## src/atg_pkg.sv

```systemverilog
package atg_pkg;
  // -----------------------------------------------------------------
  // register map
  // -----------------------------------------------------------------
  localparam logic [7:0] ADDR_CTRL   = 8'h00;
  localparam logic [7:0] ADDR_DIVN   = 8'h04;
  localparam logic [7:0] ADDR_PATLEN = 8'h08;
  localparam logic [7:0] ADDR_SYNC   = 8'h0c;
  localparam logic [7:0] ADDR_BLKROW = 8'h10;
  localparam logic [7:0] ADDR_ROWLEN = 8'h14;
  localparam logic [7:0] ADDR_ROWS   = 8'h18;
  localparam logic [7:0] ADDR_BDLY   = 8'h1c;
  localparam logic [7:0] ADDR_BWID   = 8'h20;
  localparam logic [7:0] ADDR_RATE   = 8'h24;
  localparam logic [7:0] ADDR_STAT   = 8'h28;
  localparam logic [1:0] RESP_OKAY   = 2'h0;
  localparam logic [1:0] RESP_SLVERR = 2'h2;
  localparam logic [9:0] DIVN_RST    = 10'h004;

  // -----------------------------------------------------------------
  // pattern and rate figures
  // -----------------------------------------------------------------
  localparam logic [31:0] STEP_1CH   = 32'h0000_0008;
  localparam logic [31:0] STEP_2CH   = 32'h0000_0010;
  localparam logic [31:0] MINLEN_1CH = 32'h0000_0200;
  localparam logic [31:0] MINLEN_2CH = 32'h0000_0400;
  // rates in units of 100 Mbit/s
  localparam logic [15:0] RATE_FULL_MAX = 16'd160;
  localparam logic [15:0] RATE_HALF_MIN = 16'd24;
  localparam logic [15:0] RATE_QUAD_MIN = 16'd250;
  localparam logic [15:0] RATE_CEIL_EXT = 16'd321;
  localparam logic [15:0] RATE_CEIL_STD = 16'd210;
  localparam logic [8:0]  DIV_1 = 9'h001;
  localparam logic [8:0]  DIV_2 = 9'h002;
  localparam logic [8:0]  DIV_4 = 9'h004;

  typedef enum logic [1:0] {AUX_OFF, AUX_NCLK, AUX_PSYNC, AUX_BURST}
    atg_aux_e;
  typedef enum logic [1:0] {SRC_INT, SRC_EXT_TRIG, SRC_EXT_EN}
    atg_src_e;

  typedef struct packed {
    logic [16:0] rsvd;
    logic [1:0]  burst_src;
    logic [1:0]  err_src;
    logic        mixed;
    logic        speed_ext;
    logic        quarter_sel;
    logic        half_rate;
    logic        dual_lane_merge;
    logic        burst_seq;
    logic        gate_en;
    logic        chg_trig_en;
    logic        aux_in_burst;
    logic [1:0]  aux_mode;
  } atg_ctrl_s;

  typedef struct packed {
    logic [31:0] delay;
    logic [31:0] width;
  } atg_win_s;
endpackage : atg_pkg

```

## src/atg_top.sv

```systemverilog
`timescale 1ns/10ps
// Overview of operation
// - aux input times error insertion when assigned there and error source external.
// - aux input gates bursts when assigned there and burst sequencing uses an external source.
// - divided clock output, N from 4 to 512 in steps of 2.
// - one sync pulse per pattern period, 8-bit position steps.
// - dual lane merge uses 16-bit position steps.
// - short patterns are repeated up to at least 512 or 1024 bits.
// - mixed pattern sync once per full mixed period (row length x rows x blocks) at block and row index.
// - changeover trigger pulses aux output at each pattern change when aux output carries pattern sync.
// - burst timing copy starts a set delay after burst pattern start.
// - burst timing copy stays high for a set pulse width.
// - burst delay and width move in 8 or 16 bit steps.
// - aux output off means a quiet aux output.
// - gating output carries the sequence sync signal only when enabled.
// - clock output at full rate or half rate of the data.
// - full rate uses 1/1 up to 16 Gbit/s, 1/2 above; ceiling by extension.
// - half rate accepts 1/2 from 2.4 Gbit/s; quarter clock 25 to 32.1.
module atg_top
  import atg_pkg::*;
(
  input  wire logic        clk,
  input  wire logic        nrst,
  input  wire logic [7:0]  s_axi_awaddr,
  input  wire logic        s_axi_awvalid,
  output logic             s_axi_awready,
  input  wire logic [31:0] s_axi_wdata,
  input  wire logic [3:0]  s_axi_wstrb,
  input  wire logic        s_axi_wvalid,
  output logic             s_axi_wready,
  output logic [1:0]       s_axi_bresp,
  output logic             s_axi_bvalid,
  input  wire logic        s_axi_bready,
  input  wire logic [7:0]  s_axi_araddr,
  input  wire logic        s_axi_arvalid,
  output logic             s_axi_arready,
  output logic [31:0]      s_axi_rdata,
  output logic [1:0]       s_axi_rresp,
  output logic             s_axi_rvalid,
  input  wire logic        s_axi_rready,
  input  wire logic        aux_in,
  input  wire logic        pat_change,
  input  wire logic        burst_start,
  output logic             err_trig,
  output logic             burst_gate,
  output logic             aux_q,
  output logic             gate_q,
  output logic             clk_out_q,
  output logic             pat_en
);
  // -----------------------------------------------------------------
  // register bus
  // -----------------------------------------------------------------
  atg_ctrl_s   ctrl_q;
  logic [9:0]  divn_q;
  logic [31:0] patlen_q, sync_q, blkrow_q, rowlen_q, rows_q;
  atg_win_s    bwin_q;
  logic [15:0] rate_q;
  logic [7:0]  awa_q, ara_q;
  logic        aw_hold_q, w_hold_q;
  logic [31:0] wd_q;
  logic [3:0]  ws_q;
  logic        bvalid_q, rvalid_q;
  logic [1:0]  bresp_q, rresp_q;
  logic [31:0] rdata_q;
  logic        rate_err, eff_ok_q;
  logic [31:0] eff_q;
  atg_aux_e    aux_sel_q;
  logic        psync_q;

  wire [7:0]  wa      = aw_hold_q ? awa_q : s_axi_awaddr;
  wire [31:0] wd      = w_hold_q ? wd_q : s_axi_wdata;
  wire [3:0]  ws      = w_hold_q ? ws_q : s_axi_wstrb;
  wire        aw_in   = aw_hold_q | s_axi_awvalid;
  wire        w_in    = w_hold_q | s_axi_wvalid;
  wire        do_wr   = aw_in & w_in & ~bvalid_q;
  wire        wa_ok   = (wa <= ADDR_RATE) && (wa[1:0] == 2'h0);
  wire        ra_ok   = (s_axi_araddr <= ADDR_STAT)
                     && (s_axi_araddr[1:0] == 2'h0);
  wire        do_rd   = s_axi_arvalid & ~rvalid_q;
  wire [31:0] bmask   = {{8{ws[3]}}, {8{ws[2]}}, {8{ws[1]}}, {8{ws[0]}}};
  wire        wr_len  = do_wr && wa == ADDR_PATLEN;
  wire        wr_ctrl = do_wr && wa == ADDR_CTRL;

  assign s_axi_awready = ~aw_hold_q & ~bvalid_q;
  assign s_axi_wready  = ~w_hold_q & ~bvalid_q;
  assign s_axi_bvalid  = bvalid_q;
  assign s_axi_bresp   = bresp_q;
  assign s_axi_arready = ~rvalid_q;
  assign s_axi_rvalid  = rvalid_q;
  assign s_axi_rdata   = rdata_q;
  assign s_axi_rresp   = rresp_q;

  function automatic logic [31:0] merge(input logic [31:0] old,
                                        input logic [31:0] nw,
                                        input logic [31:0] m);
    merge = (old & ~m) | (nw & m);
  endfunction : merge

  always_ff @(posedge clk or negedge nrst)
  begin
    if (!nrst)
    begin
      aw_hold_q <= 1'b0;
      w_hold_q  <= 1'b0;
      awa_q     <= 8'h00;
      wd_q      <= 32'h0;
      ws_q      <= 4'h0;
      bvalid_q  <= 1'b0;
      bresp_q   <= RESP_OKAY;
    end
    else
    begin
      if (s_axi_awvalid && s_axi_awready && !do_wr)
      begin
        aw_hold_q <= 1'b1;
        awa_q     <= s_axi_awaddr;
      end
      if (s_axi_wvalid && s_axi_wready && !do_wr)
      begin
        w_hold_q <= 1'b1;
        wd_q     <= s_axi_wdata;
        ws_q     <= s_axi_wstrb;
      end
      if (do_wr)
      begin
        aw_hold_q <= 1'b0;
        w_hold_q  <= 1'b0;
        bvalid_q  <= 1'b1;
        bresp_q   <= wa_ok ? RESP_OKAY : RESP_SLVERR;
      end
      else if (s_axi_bready)
        bvalid_q <= 1'b0;
    end
  end

  always_ff @(posedge clk or negedge nrst)
  begin
    if (!nrst)
    begin
      ctrl_q   <= '0;
      divn_q   <= DIVN_RST;
      patlen_q <= MINLEN_1CH;
      sync_q   <= 32'h1;
      blkrow_q <= 32'h0;
      rowlen_q <= 32'h0;
      rows_q   <= 32'h0;
      bwin_q   <= '0;
      rate_q   <= RATE_FULL_MAX;
    end
    else if (do_wr)
    begin
      case (wa)
        ADDR_CTRL:   ctrl_q   <= merge(ctrl_q, wd, bmask);
        ADDR_DIVN:   divn_q   <= 10'(merge({22'h0, divn_q}, wd, bmask));
        ADDR_PATLEN: patlen_q <= merge(patlen_q, wd, bmask);
        ADDR_SYNC:   sync_q   <= merge(sync_q, wd, bmask);
        ADDR_BLKROW: blkrow_q <= merge(blkrow_q, wd, bmask);
        ADDR_ROWLEN: rowlen_q <= merge(rowlen_q, wd, bmask);
        ADDR_ROWS:   rows_q   <= merge(rows_q, wd, bmask);
        ADDR_BDLY:   bwin_q.delay <= merge(bwin_q.delay, wd, bmask);
        ADDR_BWID:   bwin_q.width <= merge(bwin_q.width, wd, bmask);
        ADDR_RATE:   rate_q <= 16'(merge({16'h0, rate_q}, wd, bmask));
        default:     ;
      endcase
    end
  end

  wire [31:0] stat_w = {28'h0, eff_ok_q, gate_q, aux_q, rate_err};
  wire [31:0] rd_mux =
      (s_axi_araddr == ADDR_CTRL)   ? ctrl_q            :
      (s_axi_araddr == ADDR_DIVN)   ? {22'h0, divn_q}   :
      (s_axi_araddr == ADDR_PATLEN) ? patlen_q          :
      (s_axi_araddr == ADDR_SYNC)   ? sync_q            :
      (s_axi_araddr == ADDR_BLKROW) ? blkrow_q          :
      (s_axi_araddr == ADDR_ROWLEN) ? rowlen_q          :
      (s_axi_araddr == ADDR_ROWS)   ? rows_q            :
      (s_axi_araddr == ADDR_BDLY)   ? bwin_q.delay      :
      (s_axi_araddr == ADDR_BWID)   ? bwin_q.width      :
      (s_axi_araddr == ADDR_RATE)   ? {16'h0, rate_q}   :
      (s_axi_araddr == ADDR_STAT)   ? stat_w            : 32'h0;

  always_ff @(posedge clk or negedge nrst)
  begin
    if (!nrst)
    begin
      rvalid_q <= 1'b0;
      rdata_q  <= 32'h0;
      rresp_q  <= RESP_OKAY;
    end
    else if (do_rd)
    begin
      rvalid_q <= 1'b1;
      rdata_q  <= ra_ok ? rd_mux : 32'h0;
      rresp_q  <= ra_ok ? RESP_OKAY : RESP_SLVERR;
    end
    else if (s_axi_rready)
      rvalid_q <= 1'b0;
  end

  // -----------------------------------------------------------------
  // aux input routing
  // -----------------------------------------------------------------
  wire err_ext   = ctrl_q.err_src == SRC_EXT_TRIG
                || ctrl_q.err_src == SRC_EXT_EN;
  wire burst_ext = ctrl_q.burst_src == SRC_EXT_TRIG
                || ctrl_q.burst_src == SRC_EXT_EN;
  assign err_trig   = ~ctrl_q.aux_in_burst & err_ext & aux_in;
  assign burst_gate = ctrl_q.aux_in_burst & ctrl_q.burst_seq
                    & burst_ext & aux_in;

  // -----------------------------------------------------------------
  // pattern clock and clock output
  // -----------------------------------------------------------------
  wire quad_band = ctrl_q.quarter_sel && rate_q >= RATE_QUAD_MIN;
  wire [8:0] in_div = quad_band                  ? DIV_4 :
                      ctrl_q.half_rate           ? DIV_2 :
                      (rate_q > RATE_FULL_MAX)   ? DIV_2 : DIV_1;
  wire [15:0] ceil_w = ctrl_q.speed_ext ? RATE_CEIL_EXT : RATE_CEIL_STD;
  assign rate_err = (rate_q > ceil_w)
                 || (ctrl_q.half_rate && rate_q < RATE_HALF_MIN)
                 || (quad_band && !ctrl_q.speed_ext);

  logic co_tick, n_tick;

  atg_div u_patdiv (
    .clk   (clk),
    .nrst  (nrst),
    .en    (1'b1),
    .ratio (in_div),
    .tick  (pat_en)
  );

  atg_div u_codiv (
    .clk   (clk),
    .nrst  (nrst),
    .en    (pat_en),
    .ratio (ctrl_q.half_rate ? DIV_2 : DIV_1),
    .tick  (co_tick)
  );

  atg_div u_ndiv (
    .clk   (clk),
    .nrst  (nrst),
    .en    (pat_en),
    .ratio (divn_q[9:1]),
    .tick  (n_tick)
  );

  logic nclk_q;
  always_ff @(posedge clk or negedge nrst)
  begin
    if (!nrst)
    begin
      clk_out_q <= 1'b0;
      nclk_q    <= 1'b0;
    end
    else
    begin
      clk_out_q <= clk_out_q ^ co_tick;
      nclk_q    <= nclk_q ^ n_tick;
    end
  end

  // -----------------------------------------------------------------
  // pattern period and sync pulse
  // -----------------------------------------------------------------
  wire [31:0] step   = ctrl_q.dual_lane_merge ? STEP_2CH : STEP_1CH;
  wire [31:0] minlen = ctrl_q.dual_lane_merge ? MINLEN_2CH : MINLEN_1CH;
  // mixed period and position from block and row index
  wire [31:0] rows_n = {16'h0, rows_q[15:0]};
  wire [31:0] mix_per = 32'(rowlen_q * rows_n * {16'h0, rows_q[31:16]});
  wire [31:0] mix_pos = 32'(({16'h0, blkrow_q[15:0]} * rows_n
                        + {16'h0, blkrow_q[31:16]}) * rowlen_q);
  wire [31:0] period = ctrl_q.mixed ? mix_per : eff_q;
  wire [31:0] target = ctrl_q.mixed ? mix_pos : sync_q - 32'h1;
  logic [31:0] pos_q, bcnt_q;

  // repeat short pattern up to the minimum
  always_ff @(posedge clk or negedge nrst)
  begin
    if (!nrst)
    begin
      eff_q    <= MINLEN_1CH;
      eff_ok_q <= 1'b1;
    end
    else if (wr_len || wr_ctrl)
    begin
      eff_q    <= wr_len ? merge(patlen_q, wd, bmask) : patlen_q;
      eff_ok_q <= 1'b0;
    end
    else if (!eff_ok_q && patlen_q != 32'h0)
    begin
      if (eff_q < minlen)
        eff_q <= eff_q + patlen_q;
      else
        eff_ok_q <= 1'b1;
    end
  end

  wire pos_wrap = pos_q + step >= period;
  always_ff @(posedge clk or negedge nrst)
  begin
    if (!nrst)
      pos_q <= 32'h0;
    else if (pat_en)
      pos_q <= pos_wrap ? 32'h0 : pos_q + step;
  end

  // one pulse when the position falls in this word
  wire sync_hit = pat_en && target >= pos_q && target < pos_q + step;
  always_ff @(posedge clk or negedge nrst)
  begin
    if (!nrst)
      psync_q <= 1'b0;
    else
      psync_q <= sync_hit;
  end

  // -----------------------------------------------------------------
  // burst timing and gating
  // -----------------------------------------------------------------
  // burst bit counter from burst pattern start
  always_ff @(posedge clk or negedge nrst)
  begin
    if (!nrst)
      bcnt_q <= 32'h0;
    else if (burst_start)
      bcnt_q <= 32'h0;
    else if (pat_en && bcnt_q <= ~step)
      bcnt_q <= bcnt_q + step;
  end

  logic bhit_q, rhit_q;
  atg_win u_bwin (
    .clk   (clk),
    .nrst  (nrst),
    .en    (pat_en | burst_start),
    .cnt   (burst_start ? 32'h0 : bcnt_q),
    .win   (bwin_q),
    .hit_q (bhit_q)
  );

  atg_win u_rwin (
    .clk   (clk),
    .nrst  (nrst),
    .en    (pat_en),
    .cnt   (pos_q),
    .win   (bwin_q),
    .hit_q (rhit_q)
  );

  wire gate_d = ctrl_q.gate_en & (ctrl_q.burst_seq ? bhit_q : rhit_q);
  always_ff @(posedge clk or negedge nrst)
  begin
    if (!nrst)
      gate_q <= 1'b0;
    else
      gate_q <= gate_d;
  end

  // -----------------------------------------------------------------
  // aux output selector
  // -----------------------------------------------------------------
  // changeover trigger rides on pattern sync
  wire chg = ctrl_q.chg_trig_en & pat_change;
  logic aux_d;
  always_comb
  begin
    case (aux_sel_q)
      AUX_OFF:   aux_d = 1'b0;
      AUX_NCLK:  aux_d = nclk_q;
      AUX_PSYNC: aux_d = psync_q | chg;
      AUX_BURST: aux_d = ctrl_q.burst_seq & bhit_q;
      default:   aux_d = 1'b0;
    endcase
  end

  // selector updates on pattern clock only
  always_ff @(posedge clk or negedge nrst)
  begin
    if (!nrst)
    begin
      aux_sel_q <= AUX_OFF;
      aux_q     <= 1'b0;
    end
    else
    begin
      if (pat_en)
        aux_sel_q <= atg_aux_e'(ctrl_q.aux_mode);
      aux_q <= aux_d;
    end
  end

  // -----------------------------------------------------------------
  // checks
  // -----------------------------------------------------------------
  a_aux_off_quiet: assert property (@(posedge clk) disable iff (!nrst)
    (aux_sel_q == AUX_OFF) ##1 (aux_sel_q == AUX_OFF) |-> !aux_q)
    else $error("aux output active while off");
  a_gate_off_idle: assert property (@(posedge clk) disable iff (!nrst)
    !ctrl_q.gate_en |=> !gate_q)
    else $error("gating output active while disabled");
  a_sel_on_boundary: assert property (@(posedge clk) disable iff (!nrst)
    !pat_en |=> $stable(aux_sel_q))
    else $error("aux selector changed off pattern clock");
  a_nclk_on_tick: assert property (@(posedge clk) disable iff (!nrst)
    $changed(nclk_q) |-> $past(n_tick) && $past(pat_en))
    else $error("divided clock moved without tick");
  a_sync_single: assert property (@(posedge clk) disable iff (!nrst)
    psync_q && in_div != DIV_1 |=> !psync_q)
    else $error("sync pulse longer than one cycle");
  a_err_route: assert property (@(posedge clk) disable iff (!nrst)
    err_trig |-> aux_in && err_ext && !ctrl_q.aux_in_burst)
    else $error("error trigger without routed aux input");
  a_burst_gate: assert property (@(posedge clk) disable iff (!nrst)
    (ctrl_q.aux_in_burst && ctrl_q.burst_seq && burst_ext && aux_in)
      |-> burst_gate)
    else $error("burst gate missing");
  a_clk_out_rate: assert property (@(posedge clk) disable iff (!nrst)
    $changed(clk_out_q) |-> $past(co_tick))
    else $error("clock output toggled off its tick");
  a_eff_min_len: assert property (@(posedge clk) disable iff (!nrst)
    $rose(eff_ok_q) |-> eff_q >= minlen)
    else $error("effective pattern below minimum");
endmodule : atg_top

```

## src/atg_div.sv

```systemverilog
`timescale 1ns/10ps
module atg_div
  import atg_pkg::*;
(
  input  wire logic       clk,
  input  wire logic       nrst,
  input  wire logic       en,
  input  wire logic [8:0] ratio,
  output logic            tick
);
  logic [8:0] cnt_q;
  wire        last = (cnt_q >= ratio - 9'h001);

  assign tick = en & last;

  always_ff @(posedge clk or negedge nrst)
  begin
    if (!nrst)
      cnt_q <= 9'h000;
    else if (en)
      cnt_q <= last ? 9'h000 : cnt_q + 9'h001;
  end
endmodule : atg_div

```

## src/atg_win.sv

```systemverilog
`timescale 1ns/10ps
module atg_win
  import atg_pkg::*;
(
  input  wire logic        clk,
  input  wire logic        nrst,
  input  wire logic        en,
  input  wire logic [31:0] cnt,
  input  wire atg_win_s    win,
  output logic             hit_q
);
  wire [32:0] stop = {1'b0, win.delay} + {1'b0, win.width};
  wire        in_w = ({1'b0, cnt} >= {1'b0, win.delay})
                   && ({1'b0, cnt} < stop);

  always_ff @(posedge clk or negedge nrst)
  begin
    if (!nrst)
      hit_q <= 1'b0;
    else if (en)
      hit_q <= in_w;
  end

  a_win_start: assert property (@(posedge clk) disable iff (!nrst)
    (en && cnt == win.delay && win.width != 32'h0) |=> hit_q)
    else $error("window did not open at delay");
endmodule : atg_win

```

## config.mk

```make
export PLATFORM = sky130hd
export DESIGN_NAME = atg_top
export DESIGN_NICKNAME = d
export VERILOG_FILES = /design/src/atg_pkg.sv /design/src/atg_top.sv /design/src/atg_div.sv /design/src/atg_win.sv
export SDC_FILE = /design/constraint.sdc
export NUM_CORES = 2
export LEC_CHECK = 0
export BUFFER_PORTS_ARGS = -buffer_cell sky130_fd_sc_hd__buf_2
export CAP_MARGIN = 5
export CORE_MARGIN = 5
export CORE_UTILIZATION = 45
export CTS_CLUSTER_SIZE = 12
export DETAILED_ROUTE_END_ITERATION = 8
export GPL_TIMING_DRIVEN = 1
export HOLD_SLACK_MARGIN = 0.03
export PLACE_DENSITY_LB_ADDON = 0.12
export REMOVE_ABC_BUFFERS = 1
export SYNTH_ARGS = -nofsm -noshare
export SYNTH_HDL_FRONTEND = slang
export SYNTH_SLANG_ARGS = --single-unit
```

## constraint.sdc

```tcl
create_clock -name clk -period 21.3 [get_ports clk]
set_clock_uncertainty 0.15 [all_clocks]
set_input_delay 4.26 -clock clk [delete_from_list [all_inputs] [get_ports clk]]
set_output_delay 4.26 -clock clk [all_outputs]
set_load 0.01 [all_outputs]
```

==> results by group <==
Synth
  • Post-synth EDFFs: 0
  • Seq/Total Area, Yosys: approximately 16%
  • Mapped Cells: 8773
  • Async S/R FF share, synth: 100%
  • Synth area leader: fa_1
  • Top post-synthesis cells by area: fa_1, dfrtp_1, ha_1
  • Ys Warns: 0
  • Syn Area/Cell: between 8 and 9 um2
  • Synth cell types: 88
  • Flip-flop and latch count after synthesis: roughly 490
  • Most used DFF post-synth: dfrtp_1
  • Post-synth top area share: 31.6%
  • Synthesized cell area: 78000 um2

Floorplan
  • Starting Density: 45.3%
  • I/O Pins: roughly 110
  • Die height: roughly 430 um
  • Die area: between 150000 and 200000 um2
  • Num rows: 152
  • Die width: 426 um
  • Core area: between 150000 and 200000 um2

GRT
  • Grt total ovfl: 0
  • M1 GR Usage: 40.6%
  • Global-route wire length before repair: 412000 um
  • Met2 Use GR: between 40% and 50%
  • Number of global-route vias before repair: between 60000 and 70000
  • All-Layer GR Usage: 30.1%
  • GRT Max-Usage Layer: met2
  • Met3 Use GR: between 4 and 5%
  • Initial antenna violation count: 7
  • Largest net degree at the start of global routing: 161

CTS
  • Hold buffers post-CTS: 0
  • # H-tree levels: 2
  • Skew-Pair Late Insertion Delay: 0.67 ns
  • Sink Count: 491
  • CTS tree: yes
  • Cts bufs inserted: 55
  • Clk buf depth: 3
  • Post-cts gate resize count: 0
  • Clock transition at path regs: ~0.07 ns
  • Root Driver: clkbuf_16
  • Setup bufs post-CTS: 0

STA
  • Achievable Freq: between 50 and 60 MHz
  • Final max-slew violation count: 0
  • RSZ-0062 raised after global routing: false
  • Setup TNS: 0 ns
  • Final setup fails: 0
  • Hold Vio Cnt, Final: 0
  • Worst-margin pin slew: 1.25 ns
  • Crit share post-route: 83.9%
  • Final min period: 17.87 ns
  • Max_slew headroom: between 10% and 20%

Cells and area
  • Reg area: 12300 um2
  • Final-stage net count: 10647
  • # fillers: 16695
  • Most flops, register: bwin_q
  • Multi-input logic area: 58600 um2
  • Max reg flops: 64
  • Proportion of layout cells with a drive suffix above 1: 5.51%
  • Synthesis-to-layout area growth: 6.59%

Worst setup path
  • Slowest-stage cell, CP: fa_1
  • Worst Path Max Fanout: 48
  • Largest stage delay, worst path: 0.57 ns
  • Crit Path Class: flop to flop
  • CP required: 21.72 ns
  • Data arrival, critical path: 18.29 ns
  • Worst setup SP type: flop
  • Cell mode on critical path: fa_1
  • CP Capture Type: flop

Routing
  • DRC Markers: 0
  • WL final: 272000 um
  • Post-DRT Antenna Nets: 0
  • Vias: ~60000
  • Avg WL per Cell: 24.6 um
  • Mean number of vias per cell: 5.57
  • Iter 0 DRT Violations: 5015
  • Drt pass-1 iters: 8

Place
  • GP Congestion: approximately 0.98
  • DP HPWL: about 210000 um
  • Port Buffer Count: between 100 and 150

Outcome
  • Outcome: finished clean

Hold path
  • HP Class: flop to flop

Run
  • Max cap viols: 0
## layer usage
metal / share of wire [%] / routed length, um / vias up
met2: 46 / 126000 / 2208
met3: 6.7 / 18100 / 503
met1: 42 / 115000 / 31454
met4: 4.6 / 12500 / 2
li1: - / - / 27371
met5: 0.011 / 31 / -
## area by class of cell
type                       count  share of cell area [%]
tap                         2310                    3.48
sequential                   491                    14.8
inverter                    1519                    6.86
antenna                        7                  0.0211
timing repair buffer         273                    2.17
multi-input combinational   6355                    70.4
clock buffer                  75                    1.84
clock inverter                24                   0.415
## synth_stat cells, types with 59 or more instances
library cell and n:
xnor2_1 218, dfrtp_1 484, nand3_1 83, nor2b_1 86
inv_1 1517, clkbuf_1 409, a21oi_1 364, a21o_1 113
o21ai_0 334, xor2_1 93, a22oi_1 77, and2_1 674
ha_1 660, fa_1 1230, mux2i_1 106, nor3_1 59
nor2_1 389, nand2b_1 89, nand2_1 1141
## per-stage QoR
step / instances / hold slack (ns) / cell area, um2 / util (%) / setup WS, ns
2_1_floorplan: 8365 / 0.291 / 76500 / - / 5.23
6_report: 11054 / 0.328 / 83200 / 48.3 / 3.43
3_5_place_dp: 10948 / 0.311 / 81300 / 47.2 / 3.46
5_1_grt: 11047 / 0.355 / 83200 / 48.3 / 2.49
3_3_place_gp: 10948 / 0.307 / 81300 / 47.2 / 3.71
4_1_cts: 11047 / 0.329 / 83200 / 48.3 / 3.42
## worst max-delay path, delay by kind of cell, from the launching register on
kind / cells / cell delay, ns
AO/OA/AOI/OAI: 13 / 2.81
XOR/XNOR: 17 / 4.52
adder cells (fa/ha/maj): 16 / 7.65
buffers and inverters: 7 / 0.85
flip-flops: 1 / 0.33
multiplexers: 1 / 0.48
AND/OR/NAND/NOR: 6 / 0.98
## placed cells by master (no fill, tap or decap), types with 14 or more instances in the layout
cell type / count
inv_1: 1517
fa_1: 1230
nand2_1: 1140
and2_1: 673
ha_1: 660
dfrtp_1: 476
nor2_1: 380
a21oi_1: 364
o21ai_0: 334
xnor2_1: 215
buf_4: 166
a21o_1: 113
buf_2: 105
mux2i_1: 103
xor2_1: 91
nand2b_1: 89
nor2b_1: 86
nand3_1: 83
a22oi_1: 77
nor3_1: 59
o21a_1: 57
clkbuf_16: 55
and3_1: 54
nand4_1: 50
mux2_2: 50
nor4_1: 42
a31oi_1: 31
o22ai_1: 25
o21bai_1: 25
or3_1: 22
a211oi_1: 20
a22o_1: 18
a222oi_1: 18
a21boi_0: 14
o211ai_1: 14
## logic make-up (layout without fill, tap and decap cells)
family	after synthesis	after routing	synth area share, %
muxes	156	156	2.08
buffers and inverters	1937	1891	9.33
other	2	19	0.00962
and+or+nand+nor	2761	2761	17.1
AOI/OAI and AO/OA	1211	1211	9.64
DFF	491	491	15.8
adders and majority gates	1890	1890	42.1
xor gates and xnor gates	325	325	3.90
## path summary, 6_finish.rpt
| path | cells past startpoint | start | endpoint | slack, ns |
|---|---|---|---|---|
| max | 60 | rows_q[2] | psync_q | 3.43 |
| min | 1 | s_axi_rdata[9] | s_axi_rdata[9] | 0.33 |
| max reg2reg | 60 | rows_q[2] | psync_q | 3.43 |
| min reg2reg | 1 | s_axi_rdata[9] | s_axi_rdata[9] | 0.33 |
| max in group asynchronous | 3 | nrst | rowlen_q[1] | 15.20 |
| min in group asynchronous | 1 | nrst | bcnt_q[23] | 3.44 |
Power is not shown: default switching activity piles up to over one toggle a cycle in this logic, so the estimate is an artifact.
